===== src/verilog/pcs_pkg.sv =====
// package: register map, field positions and types of the phy control/status bank
//
// Function
// - speed select bit 13: one runs 100 Mb/s, zero runs 10 Mb/s.
// - duplex bit 8 resets to one; one full duplex, zero half.
// - duplex bit writable by software and updated by auto-negotiation result.
// - collision test bit 7 raises collision during transmission, drops after.
// - status register at offset 0x01, read-only, resets to 0x7849.
// - status bits 14..11 always one: 100 full, 100 half, 10 full, 10 half.
// - status bit 6 reads one: preamble may be omitted by controller.
// - status bit 5 set when auto-negotiation done; resets to zero.
// - status bit 4 sticky remote fault, cleared by status read.
// - status bit 3 always one: auto-negotiation able.
// - status bit 2 is link up; resets to zero.
// - status bit 1 sticky jabber, cleared by status read.
// - status bit 0 always one: extended registers present.
// - status bits 31..15 and 10..7 reserved, read zero.
package pcs_pkg;
  localparam logic [4:0] PCS_OFF_CONTROL = 5'h00;
  localparam logic [4:0] PCS_OFF_STATUS = 5'h01;
  localparam logic [15:0] PCS_CONTROL_RESET = 16'h3100;
  localparam logic [15:0] PCS_STATUS_RESET = 16'h7849;
  localparam int PCS_BIT_SPEED = 13;
  localparam int PCS_BIT_AN_EN = 12;
  localparam int PCS_BIT_POWER_DOWN = 11;
  localparam int PCS_BIT_ISOL = 10;
  localparam int PCS_BIT_AN_RST = 9;
  localparam int PCS_BIT_DUPLEX = 8;
  localparam int PCS_BIT_COLTEST = 7;
  localparam int PCS_BIT_REMOTE_FAULT = 4;
  localparam int PCS_BIT_LINK = 2;
  localparam int PCS_BIT_JABBER = 1;
  localparam int PCS_BIT_AN_DONE = 5;
  // fixed ones of status: caps 14..11, preamble 6, autoneg able 3, ext 0
  localparam logic [15:0] PCS_STATUS_FIXED = 16'h7849;
  // autoneg run length, in cycles, for the restart handshake model
  localparam int PCS_AN_CYCLES = 16;

  typedef struct packed {
    logic speed_select;
    logic autoneg_enable;
    logic power_down;
    logic isolate;
    logic autoneg_restart;
    logic duplex;
    logic collision_test;
    logic [6:0] spare;
  } pcs_control_t;

  typedef struct packed {
    logic remote_fault;
    logic jabber_seen;
    logic link_up;
    logic autoneg_done;
  } pcs_status_t;

  typedef enum logic [1:0] {
    AN_IDLE = 2'b00,
    AN_RUN = 2'b01,
    AN_DONE = 2'b10
  } pcs_an_state_t;
endpackage : pcs_pkg


===== src/verilog/pcs_sync.sv =====
// file: three-flop synchroniser with agreement filter for pin inputs
`timescale 1ns/10ps
module pcs_sync
  import pcs_pkg::*;
#(
  parameter int WIDTH = 1
) (
  // clock and reset
  input wire logic clock_in,
  input wire logic rst_in,
  // pins and filtered levels
  input wire logic [WIDTH-1:0] pin_in,
  output logic [WIDTH-1:0] level_out
);
  typedef struct packed {
    logic [WIDTH-1:0] s1;
    logic [WIDTH-1:0] s2;
    logic [WIDTH-1:0] s3;
    logic [WIDTH-1:0] lvl;
  } pcs_sync_st_t;

  pcs_sync_st_t st_ff;
  pcs_sync_st_t nxt_st;

  always_comb begin
    nxt_st = st_ff;
    nxt_st.s1 = pin_in;
    nxt_st.s2 = st_ff.s1;
    nxt_st.s3 = st_ff.s2;
    // first flop feeds only the second; level moves when 2 and 3 agree
    for (int i = 0; i < WIDTH; i++) begin
      if (st_ff.s2[i] == st_ff.s3[i]) begin
        nxt_st.lvl[i] = st_ff.s3[i];
      end
    end
  end

  always_ff @(posedge clock_in or posedge rst_in) begin
    if (rst_in) begin
      st_ff <= '0;
    end else begin
      st_ff <= nxt_st;
    end
  end

  assign level_out = st_ff.lvl;
endmodule // pcs_sync


===== src/verilog/pcs_regs.sv =====
// file: phy control and status register bank behind the management port
`timescale 1ns/10ps
module pcs_regs
  import pcs_pkg::*;
(
  // clock and reset
  input wire logic clock_in,
  input wire logic rst_in,
  // management register port
  input wire logic [4:0] mgmt_addr_in,
  input wire logic mgmt_wr_in,
  input wire logic mgmt_rd_in,
  input wire logic [15:0] mgmt_wdata_in,
  output logic [31:0] mgmt_rdata_out,
  // medium-side events, asynchronous pins
  input wire logic link_pin_in,
  input wire logic remote_fault_pin_in,
  input wire logic jabber_pin_in,
  input wire logic tx_active_pin_in,
  input wire logic partner_full_pin_in,
  // controls to the phy core
  output logic speed_100_out,
  output logic autoneg_run_out,
  output logic autoneg_start_out,
  output logic power_down_out,
  output logic isolate_out,
  output logic full_duplex_out,
  output logic collision_out
);
  typedef struct packed {
    pcs_control_t ctl;
    pcs_status_t sts;
    pcs_an_state_t an;
    logic [4:0] an_cnt;
    logic start;
    logic coll;
    logic [31:0] rdata;
  } pcs_st_t;

  pcs_st_t st_ff;
  pcs_st_t nxt_st;
  logic [4:0] pin_lvl;
  logic [15:0] status_word;

  pcs_sync #(
    .WIDTH(5)
  ) u_sync (
    .clock_in(clock_in),
    .rst_in(rst_in),
    .pin_in({partner_full_pin_in, tx_active_pin_in, jabber_pin_in,
             remote_fault_pin_in, link_pin_in}),
    .level_out(pin_lvl)
  );

  ////////////////////////////////////////////////////////////////////////////
  always_comb begin
    status_word = PCS_STATUS_FIXED;
    status_word[PCS_BIT_AN_DONE] = st_ff.sts.autoneg_done;
    status_word[PCS_BIT_REMOTE_FAULT] = st_ff.sts.remote_fault;
    status_word[PCS_BIT_LINK] = st_ff.sts.link_up;
    status_word[PCS_BIT_JABBER] = st_ff.sts.jabber_seen;
  end

  always_comb begin
    nxt_st = st_ff;
    nxt_st.start = 1'b0;
    nxt_st.sts.link_up = pin_lvl[0];
    // read of status clears sticky flags; a new event the same cycle wins
    if (mgmt_rd_in && mgmt_addr_in == PCS_OFF_STATUS) begin
      nxt_st.sts.remote_fault = 1'b0;
      nxt_st.sts.jabber_seen = 1'b0;
    end
    if (pin_lvl[1]) begin
      nxt_st.sts.remote_fault = 1'b1;
    end
    if (pin_lvl[2]) begin
      nxt_st.sts.jabber_seen = 1'b1;
    end
    nxt_st.rdata = '0;
    if (mgmt_rd_in) begin
      case (mgmt_addr_in)
        PCS_OFF_CONTROL: nxt_st.rdata = {18'h0_0000, st_ff.ctl};
        PCS_OFF_STATUS: nxt_st.rdata = {16'h0000, status_word};
        default: nxt_st.rdata = '0;
      endcase
    end
    // status is read-only: writes to its offset are ignored
    if (mgmt_wr_in && mgmt_addr_in == PCS_OFF_CONTROL) begin
      // bits 15..14 are not held in this bank
      nxt_st.ctl = mgmt_wdata_in[13:0];
      nxt_st.ctl.spare = '0;
    end
    // collision follows transmit activity while the test mode is set
    nxt_st.coll = st_ff.ctl.collision_test && pin_lvl[3];
    case (st_ff.an)
      AN_IDLE: begin
        if (st_ff.ctl.autoneg_enable && !st_ff.ctl.power_down) begin
          nxt_st.an = AN_RUN;
          nxt_st.an_cnt = '0;
          nxt_st.start = 1'b1;
        end
      end
      AN_RUN: begin
        nxt_st.an_cnt = st_ff.an_cnt + 5'h01;
        if (st_ff.an_cnt == 5'(PCS_AN_CYCLES - 1) && pin_lvl[0]) begin
          nxt_st.an = AN_DONE;
          nxt_st.sts.autoneg_done = 1'b1;
          nxt_st.ctl.duplex = pin_lvl[4];
        end else if (st_ff.an_cnt == 5'(PCS_AN_CYCLES - 1)) begin
          nxt_st.an_cnt = '0;
        end
      end
      AN_DONE: begin
        if (!pin_lvl[0]) begin
          nxt_st.an = AN_IDLE;
          nxt_st.sts.autoneg_done = 1'b0;
        end
      end
      default: nxt_st.an = AN_IDLE;
    endcase
    if (!st_ff.ctl.autoneg_enable) begin
      nxt_st.an = AN_IDLE;
      nxt_st.sts.autoneg_done = 1'b0;
    end
    // restart: drop completion, begin anew, self-clear the bit
    if (st_ff.ctl.autoneg_restart) begin
      nxt_st.an = AN_IDLE;
      // idle start pulse is dropped: the fresh run pulses one cycle later
      nxt_st.start = 1'b0;
      nxt_st.sts.autoneg_done = 1'b0;
      nxt_st.ctl.autoneg_restart = 1'b0;
    end
  end

  always_ff @(posedge clock_in or posedge rst_in) begin
    if (rst_in) begin
      st_ff <= '{ctl: PCS_CONTROL_RESET[13:0], sts: '0, an: AN_IDLE,
                 an_cnt: 5'h00, start: 1'b0, coll: 1'b0, rdata: 32'h0};
    end else begin
      st_ff <= nxt_st;
    end
  end

  ////////////////////////////////////////////////////////////////////////////
  assign mgmt_rdata_out = st_ff.rdata;
  assign speed_100_out = st_ff.ctl.speed_select;
  assign autoneg_run_out = st_ff.an == AN_RUN;
  assign autoneg_start_out = st_ff.start;
  assign power_down_out = st_ff.ctl.power_down;
  assign isolate_out = st_ff.ctl.isolate;
  assign full_duplex_out = st_ff.ctl.duplex;
  assign collision_out = st_ff.coll;
endmodule // pcs_regs


===== config.mk =====
export PLATFORM = sky130hd
export DESIGN_NAME = pcs_regs
export DESIGN_NICKNAME = d
export VERILOG_FILES = /design/src/verilog/pcs_pkg.sv /design/src/verilog/pcs_sync.sv /design/src/verilog/pcs_regs.sv
export SDC_FILE = /design/constraint.sdc
export NUM_CORES = 1
export LEC_CHECK = 0
export BUFFER_PORTS_ARGS = -buffer_cell sky130_fd_sc_hd__buf_4
export CORE_MARGIN = 3
export CORE_UTILIZATION = 36
export CTS_CLUSTER_DIAMETER = 150
export DETAILED_ROUTE_END_ITERATION = 6
export MAX_ROUTING_LAYER = met4
export PLACE_DENSITY_LB_ADDON = 0.12
export SLEW_MARGIN = 20
export SYNTH_ARGS = -nofsm -noshare
export SYNTH_HDL_FRONTEND = slang
export SYNTH_SLANG_ARGS = --single-unit

===== constraint.sdc =====
create_clock -name clock_in -period 1.79 [get_ports clock_in]
set_clock_uncertainty 0.1 [all_clocks]
set_input_delay 0.179 -clock clock_in [delete_from_list [all_inputs] [get_ports clock_in]]
set_output_delay 0.179 -clock clock_in [all_outputs]
set_load 0.02 [all_outputs]

==> run summary, run 1 <==
====================================================================================
Status                                                                     completed
Final Worst Setup Slack                                                     0.312 ns
Highest achievable clock rate                                                677 MHz
Number of levels the H-tree was split into                                         2
Signal arrival time at the worst endpoint                                    1.20 ns
Resize count post-CTS                                                              0
Setup TNS                                                                       0 ns
Cell type contributing the most total cell area after synthesis         sky130_fd_sc_hd__dfrtp_1
PortBufs                                                                          42
Aggregate global routing overflow                                                  0
Crit path launch type                                                      flip-flop
Bufs on Longest Clock Path                                                         2
Clock tree from TritonCTS                                                      built
GR Util All Layers                                                             0.120
Number of global-route vias before repair                                      1,224
Hold bufs inserted after CTS                                                      11
Clock latency reported for the late side of the worst-skew pair              0.30 ns
Seq/Total Area, Yosys                                                          0.631
First-pass GRT wire length                                                   5.70 mm
Average cell area after synthesis                                         13.0 sq um
Pin count of the biggest net entering global routing                              32
Total of warnings raised by yosys                                                  0
Power Density                                                            966 mW/mm^2
Power share of the sequential group                                            0.566
Number of buffers inserted during clock tree synthesis                             5
Number of enable flip-flop cells after synthesis                                   0
Number of violations of the max-capacitance limit                                  0
Detailed Route Iter0 Violations                                                   47
Post-CTS setup repair buffer count                                                 0
Area growth from synthesis to layout                                           21.3%
Post-Route Utilization                                                         0.470
DP HPWL                                                                      2.55 mm
Syn Std Cell Area                                                       0.00207 sq mm
Ordered cell list for the critical path                                 and2b_1 > buf_4
Clock period minus final worst setup slack                                   1.48 ns
Switching share of power                                                       0.266
Category of the critical setup timing path                              flip-flop to output port
Post-route standard cell area excluding fillers                         0.00251 sq mm
Power spent charging and discharging nets                                     644 uW
Number of different library cells in the post-synthesis netlist                   32
Share of flip-flops with an asynchronous set or reset after synthesis           1.00
Core Rows                                                                         26
Top Ports                                                                         69
Synth top area share                                                           0.593
Die area                                                                0.00669 sq mm
Count of unresolved DRC violations after routing                                   0
Highest net fanout along the worst path                                            9
IR drop worst, VDD                                                          0.455 mV
Clock tree sinks                                                                  52
Max stage delay cell, worst path                                        sky130_fd_sc_hd__dfrtp_1
Worst slack after detailed placement                                        0.389 ns
Largest incremental delay on the critical path                               0.48 ns
Ys flop type                                                            sky130_fd_sc_hd__dfrtp_1
Final-report hold violation count                                                  0
Max-slew violations                                                                0
Class of the most critical hold timing path                             primary input to flip-flop
Clock group share of total power                                               0.276
Unrepaired setup endpoints after global routing                                false
Leading post-synthesis cells by cell area                               sky130_fd_sc_hd__dfrtp_1 (59%), sky130_fd_sc_hd__buf_4 (12%), sky130_fd_sc_hd__dfstp_2 (3.8%)
Proportion of layout cells with a drive suffix above 1                         0.304
Tcrit/Tclk final                                                               0.826
Instance count of the mapped netlist                                             159
CP bufs+invs                                                                       1
Effective utilization at floorplan                                             0.387
Number of flip-flops and latches in the synthesized netlist                       52
Design internal power                                                        1780 uW
Via total after detailed routing                                               1,180
Ant diodes                                                                         0
Endpoint kind of the worst setup timing path                             output port
Static leakage                                                            0.00123 uW
Reg clk slew, reported paths                                                 0.09 ns
Count of TritonRoute iterations in the first routing pass                          4
Routed len/inst                                                              12.5 um
Vias per cell                                                                   4.31
Vertical die dimension                                                       81.8 um
Final-stage net count                                                            234
Initial antenna violation count                                                    0
CP delay by family, top                                                   flip-flops
Count of final setup violators                                                     0
CP required                                                                  1.51 ns
Post-detailed-placement cell area                                       0.00230 sq mm
Wire length after detailed routing                                           3.41 mm
Routability cong.                                                              0.782
Routed Antenna Nets                                                                0
Floorplan Core Area                                                     0.00534 sq mm
Root buf cell                                                           sky130_fd_sc_hd__clkbuf_8
Part of the total power dissipated in combinational logic                      0.158
Width of the die                                                             81.8 um
====================================================================================
## power groups by stage
stage / clock [uW] / sequential, uW / combinational, uW
CTS: 706 / 1370 / 389
finish: 668 / 1370 / 382
floorplan: 0 / 1390 / 250
global route: 747 / 1390 / 427
global placement: 0 / 1390 / 356
detailed placement: 0 / 1400 / 370
## layout make-up
cell class,instances,area (sq um)
flip-flops and latches,52,1310
inverters,3,11.3
clock inverters,2,10.0
repair buffers,54,445
clock buffers,6,82.6
well taps,70,87.6
multi-input cells,87,566
fillers,497,2830
## per-layer routing
| layer | vias to the layer above | track usage | share of wire |
|---|---|---|---|
| met2 | 42 | 0.187 | 0.49 |
| met5 | - | - | 0 |
| li1 | 565 | - | - |
| met1 | 565 | 0.137 | 0.42 |
| met3 | 8 | 0.0439 | 0.074 |
| met4 | 0 | 0.0598 | 0.018 |
## synth_stat cells (3+ instances only)
master	number
sky130_fd_sc_hd__nand3_1	4
sky130_fd_sc_hd__a21oi_1	4
sky130_fd_sc_hd__nor2_1	11
sky130_fd_sc_hd__inv_1	3
sky130_fd_sc_hd__and2_1	9
sky130_fd_sc_hd__buf_4	32
sky130_fd_sc_hd__a22o_1	3
sky130_fd_sc_hd__mux2_4	5
sky130_fd_sc_hd__maj3_1	5
sky130_fd_sc_hd__nand2_1	5
sky130_fd_sc_hd__dfstp_2	3
sky130_fd_sc_hd__dfrtp_1	49
## worst paths after layout
kind | endpoint | start | slack [ns] | cells past startpoint
max | autoneg_run_out | st_ff[39] | 0.31 | 2
min | st_ff[54] | mgmt_wdata_in[9] | 0.04 | 2
max reg2reg | st_ff[38] | st_ff[34] | 0.37 | 5
min reg2reg | u_sync.nxt_st[7] | u_sync.nxt_st[12] | 0.25 | 0
max in group asynchronous | st_ff[57] | rst_in | 0.66 | 4
min in group asynchronous | u_sync.level_out[3] | rst_in | 0.35 | 3
## placed cells by master (no fill, tap or decap)
cell type,instances
sky130_fd_sc_hd__nor3b_1,2
sky130_fd_sc_hd__nor3_1,1
sky130_fd_sc_hd__dlygate4sd3_1,11
sky130_fd_sc_hd__o31ai_1,2
sky130_fd_sc_hd__inv_1,2
sky130_fd_sc_hd__nor2b_1,1
sky130_fd_sc_hd__nand2b_1,1
sky130_fd_sc_hd__and3_1,1
sky130_fd_sc_hd__nand3_1,4
sky130_fd_sc_hd__ha_1,1
sky130_fd_sc_hd__and2b_1,1
sky130_fd_sc_hd__clkbuf_8,6
sky130_fd_sc_hd__dfstp_2,3
sky130_fd_sc_hd__nor4_1,1
sky130_fd_sc_hd__clkinv_2,2
sky130_fd_sc_hd__mux2_4,5
sky130_fd_sc_hd__buf_12,1
sky130_fd_sc_hd__a21oi_1,4
sky130_fd_sc_hd__nand4_1,1
sky130_fd_sc_hd__nor2_1,11
sky130_fd_sc_hd__inv_2,1
sky130_fd_sc_hd__dfrtp_1,49
sky130_fd_sc_hd__conb_1,17
sky130_fd_sc_hd__xor2_1,1
sky130_fd_sc_hd__and4b_1,1
sky130_fd_sc_hd__a22o_1,3
sky130_fd_sc_hd__buf_4,42
sky130_fd_sc_hd__nand3_4,1
sky130_fd_sc_hd__and2_1,9
sky130_fd_sc_hd__mux2i_1,2
sky130_fd_sc_hd__o21ai_0,2
sky130_fd_sc_hd__nand2_1,5
sky130_fd_sc_hd__a21o_1,2
sky130_fd_sc_hd__maj3_1,5
sky130_fd_sc_hd__nor3_4,1
sky130_fd_sc_hd__o21ai_1,2
## state kept, by name, summed over array words and instances, names as in the netlist, 5 cells and up
signal	cells
st_ff	14
mgmt_rdata_out	12
u_sync.nxt_st	10
u_sync.level_out	5
u_sync.st_ff	5
## logic make-up (layout without fill, tap and decap cells)
family | Yosys count | in the layout | share of synthesized area
mux | 7 | 7 | 0.0460
fa+ha+maj | 6 | 6 | 0.0303
xor+xnor | 1 | 1 | 0.00424
buf+inv | 36 | 65 | 0.124
flops | 52 | 52 | 0.631
other cells | 1 | 17 | 0.00181
compound gates | 15 | 15 | 0.0466
simple gates | 41 | 41 | 0.116
## worst reg2reg max path: stages (launching register included)
cell                      delay [ns]
sky130_fd_sc_hd__dfrtp_1        0.42
sky130_fd_sc_hd__ha_1           0.25
sky130_fd_sc_hd__and4b_1        0.22
sky130_fd_sc_hd__nand2_1        0.09
sky130_fd_sc_hd__o21ai_1        0.06
sky130_fd_sc_hd__a22o_1         0.18
## metrics by stage
step                instances  hold slack [ns]  total power (uW)
floorplan                 175            0.110              1640
global placement          255            0.123              1750
detailed placement        255            0.144              1770
CTS                       274           0.0219              2470
global route              274           0.0234              2560
finish                    274           0.0389              2420
(Power assumes the default switching activity.)
==> inputs of run 2 (changes only) <==
Clock period 1.79 ns to 1.27 ns, I/O delays scaled along.
==> run summary, run 2 (synthesized netlist as in run 1, its figures left out) <==
==============================================================================
Worst slack after detailed placement                                -0.0950 ns   -0.484 ns
PortBufs                                                                    42   unchanged
Via total after detailed routing                                         1,285   +8.9%
Clock tree sinks                                                            52   unchanged
Max-slew violations                                                          0   unchanged
GR Util All Layers                                                       0.121   +0.00109
Placed cells                                                               263   +3.1%
Vertical die dimension                                                 81.8 um   unchanged
Area growth from synthesis to layout                                     29.9%
Ant diodes                                                                   0   unchanged
CP required                                                            1.37 ns   -0.14 ns
Aggregate global routing overflow                                            0   unchanged
Total routed wire length on the met1 layer                             1.54 mm   +7.1%
Tcrit/Tclk final                                                          1.06
Reg-to-Reg Start                                                     st_ff[34]
Multi-input gate area in the final layout                            602 sq um   +6.4%
Number of global-route vias before repair                                1,373   +12%
Crit path launch type                                                flip-flop
Class of the most critical hold timing path                       primary input to flip-flop
Final-report hold violation count                                            0   unchanged
Floorplan Core Area                                               0.00534 sq mm   unchanged
Count of final setup violators                                               7   +7
Routability cong.                                                        0.801   +2.4%
Fillers                                                                    480   -3.4%
Initial antenna violation count                                              0   unchanged
Pin count of the biggest net entering global routing                        28   -13%
Signal arrival time at the worst endpoint                              1.44 ns   +0.24 ns
Final Worst Setup Slack                                             -0.0701 ns   -0.382 ns
First-pass GRT wire length                                             6.05 mm   +6.2%
Count of unresolved DRC violations after routing                             0   unchanged
Largest incremental delay on the critical path                         0.39 ns   -0.09 ns
Core Rows                                                                   26   unchanged
Number of violations of the max-capacitance limit                            0   unchanged
Leading cell type in the layout, fill and taps excluded           sky130_fd_sc_hd__buf_4
Routed len/inst                                                        12.7 um   +2.0%
DP HPWL                                                                2.65 mm   +4.1%
Endpoint kind of the worst setup timing path                         flip-flop
Effective utilization at floorplan                                       0.387   unchanged
Count of TritonRoute iterations in the first routing pass                    4   unchanged
Setup TNS                                                            -0.256 ns   -0.256 ns
Final-stage net count                                                      250   +6.8%
Clock tree from TritonCTS                                                built
Vias per cell                                                             4.43   +2.9%
Number of buffers inserted during clock tree synthesis                       5   unchanged
Reg clk slew, reported paths                                           0.09 ns   about the same
Clock period minus final worst setup slack                             1.34 ns
Launching element of the worst setup path                            st_ff[34]
CP bufs+invs                                                                 0   -1
Routed wl met2                                                         1.86 mm   +12%
Routed Antenna Nets                                                          0   unchanged
Highest net fanout along the worst path                                      3   -6
Post-Route Utilization                                                   0.503   +0.0333
Post-layout instance count excluding filler cells                          290   +5.8%
IR drop worst, VDD                                                    0.535 mV   +17%
Number of levels the H-tree was split into                                   2   unchanged
Max stage delay cell, worst path                                  sky130_fd_sc_hd__dfrtp_1
Commonest cells after routing, fill and taps aside                sky130_fd_sc_hd__buf_4 (54), sky130_fd_sc_hd__dfrtp_1 (49), sky130_fd_sc_hd__conb_1 (17)
Area taken by flip-flops and latches                              0.00131 sq mm   unchanged
Largest register by flop count                                           st_ff
Bufs on Longest Clock Path                                                   2   unchanged
Category of the critical setup timing path                        flip-flop to flip-flop
Root buf cell                                                     sky130_fd_sc_hd__clkbuf_8
Failing checks                                                    negative setup slack
Post-route standard cell area excluding fillers                   0.00269 sq mm   +7.1%
Status                                                            finished, violations left
Wire length after detailed routing                                     3.69 mm   +8.0%
Worst Min Path Start                                              mgmt_addr_in[0]
Proportion of layout cells with a drive suffix above 1                   0.391   +0.0870
CP delay by family, top                                             flip-flops
Static leakage                                                      0.00132 uW   +7.0%
Clock latency reported for the late side of the worst-skew pair        0.30 ns   about the same
Die area                                                          0.00669 sq mm   unchanged
Uppermost routed layer                                                    met4
Ordered cell list for the critical path                           ha_2 > and4b_1 > nand2_2 > o21ai_1 > a22o_1
Detailed Route Iter0 Violations                                            105   +120%
Post-detailed-placement cell area                                 0.00237 sq mm   +2.9%
Width of the die                                                       81.8 um   unchanged
Power Density                                                     1370 mW/mm^2   +42%
Largest register FFs                                                        14   unchanged
Top Ports                                                                   69   unchanged
Highest achievable clock rate                                          746 MHz
Unrepaired setup endpoints after global routing                           true
Met3 Wirelength                                                         236 um   -7.1%
==============================================================================
==> run 2: cell count changes in the layout (fill, tap and decap cells not counted), moves of 2 or more <==
| cell | delta |
|---|---|
| sky130_fd_sc_hd__o21ai_0 | -2 |
| sky130_fd_sc_hd__nand2_1 | -2 |
| sky130_fd_sc_hd__nand2_2 | +2 |
| sky130_fd_sc_hd__buf_6 | +3 |
| sky130_fd_sc_hd__buf_4 | +12 |
==> run 2: final timing paths <==
| check | end | slack, ns | depth (start not counted) |
|---|---|---|---|
| max in group asynchronous | speed_100_out | 0.34 | 4 |
| min in group asynchronous | u_sync.nxt_st[14] | 0.25 | 3 |
| setup / recovery | st_ff[38] | -0.07 | 5 |
| hold reg to reg | u_sync.nxt_st[7] | 0.25 | 0 |
| setup reg to reg | st_ff[38] | -0.07 | 5 |
| hold / removal | mgmt_rdata_out[12] | 0.02 | 3 |
==> run 2: power breakdown <==
part           internal, uW  leakage [uW]  switching (uW)
registers              1810      0.000649            98.1
logic                   412      0.000621             373
clock network           446     0.0000516             533
total                  2670       0.00132            1000
==> run 2: cell type report <==
class | count | area share
flip-flops and latches | 52 | 0.486
clock buffers | 6 | 0.0308
multi-input cells | 87 | 0.224
well taps | 70 | 0.0326
repair buffers | 70 | 0.216
inverters | 3 | 0.00559
clock inverters | 2 | 0.00513
==> run 2: through the flow <==
stage          hold WS (ns)  total power [uW]
2_1_floorplan        0.0584              2320
3_3_place_gp         0.0382              2520
3_5_place_dp         0.0396              2550
4_1_cts             0.00875              3630
5_1_grt              0.0216              3880
6_report             0.0171              3670
==> run 2: layer usage <==
layer  track usage  vias to the layer above
li1              -                      599
met1         0.137                      625
met2         0.210                       55
met3        0.0263                        6
met4        0.0449                        0
met5             -                        -
==> run 2: timing repair <==
item / in CTS / in global routing
endpoints found under the hold margin: 29 / 0
endpoints found under the setup margin: 10 / 12
hold buffers: 12 / 0
gates resized for setup: 4 / 11
buffers inserted: 5 / 2
pin swaps: 1 / 1
==> run 2: worst register-to-register path, cell delays in order (launching register included) <==
cell and delay (ns):
sky130_fd_sc_hd__dfrtp_1 0.39, sky130_fd_sc_hd__ha_2 0.21, sky130_fd_sc_hd__and4b_1 0.22, sky130_fd_sc_hd__nand2_2 0.10, sky130_fd_sc_hd__o21ai_1 0.06, sky130_fd_sc_hd__a22o_1 0.17
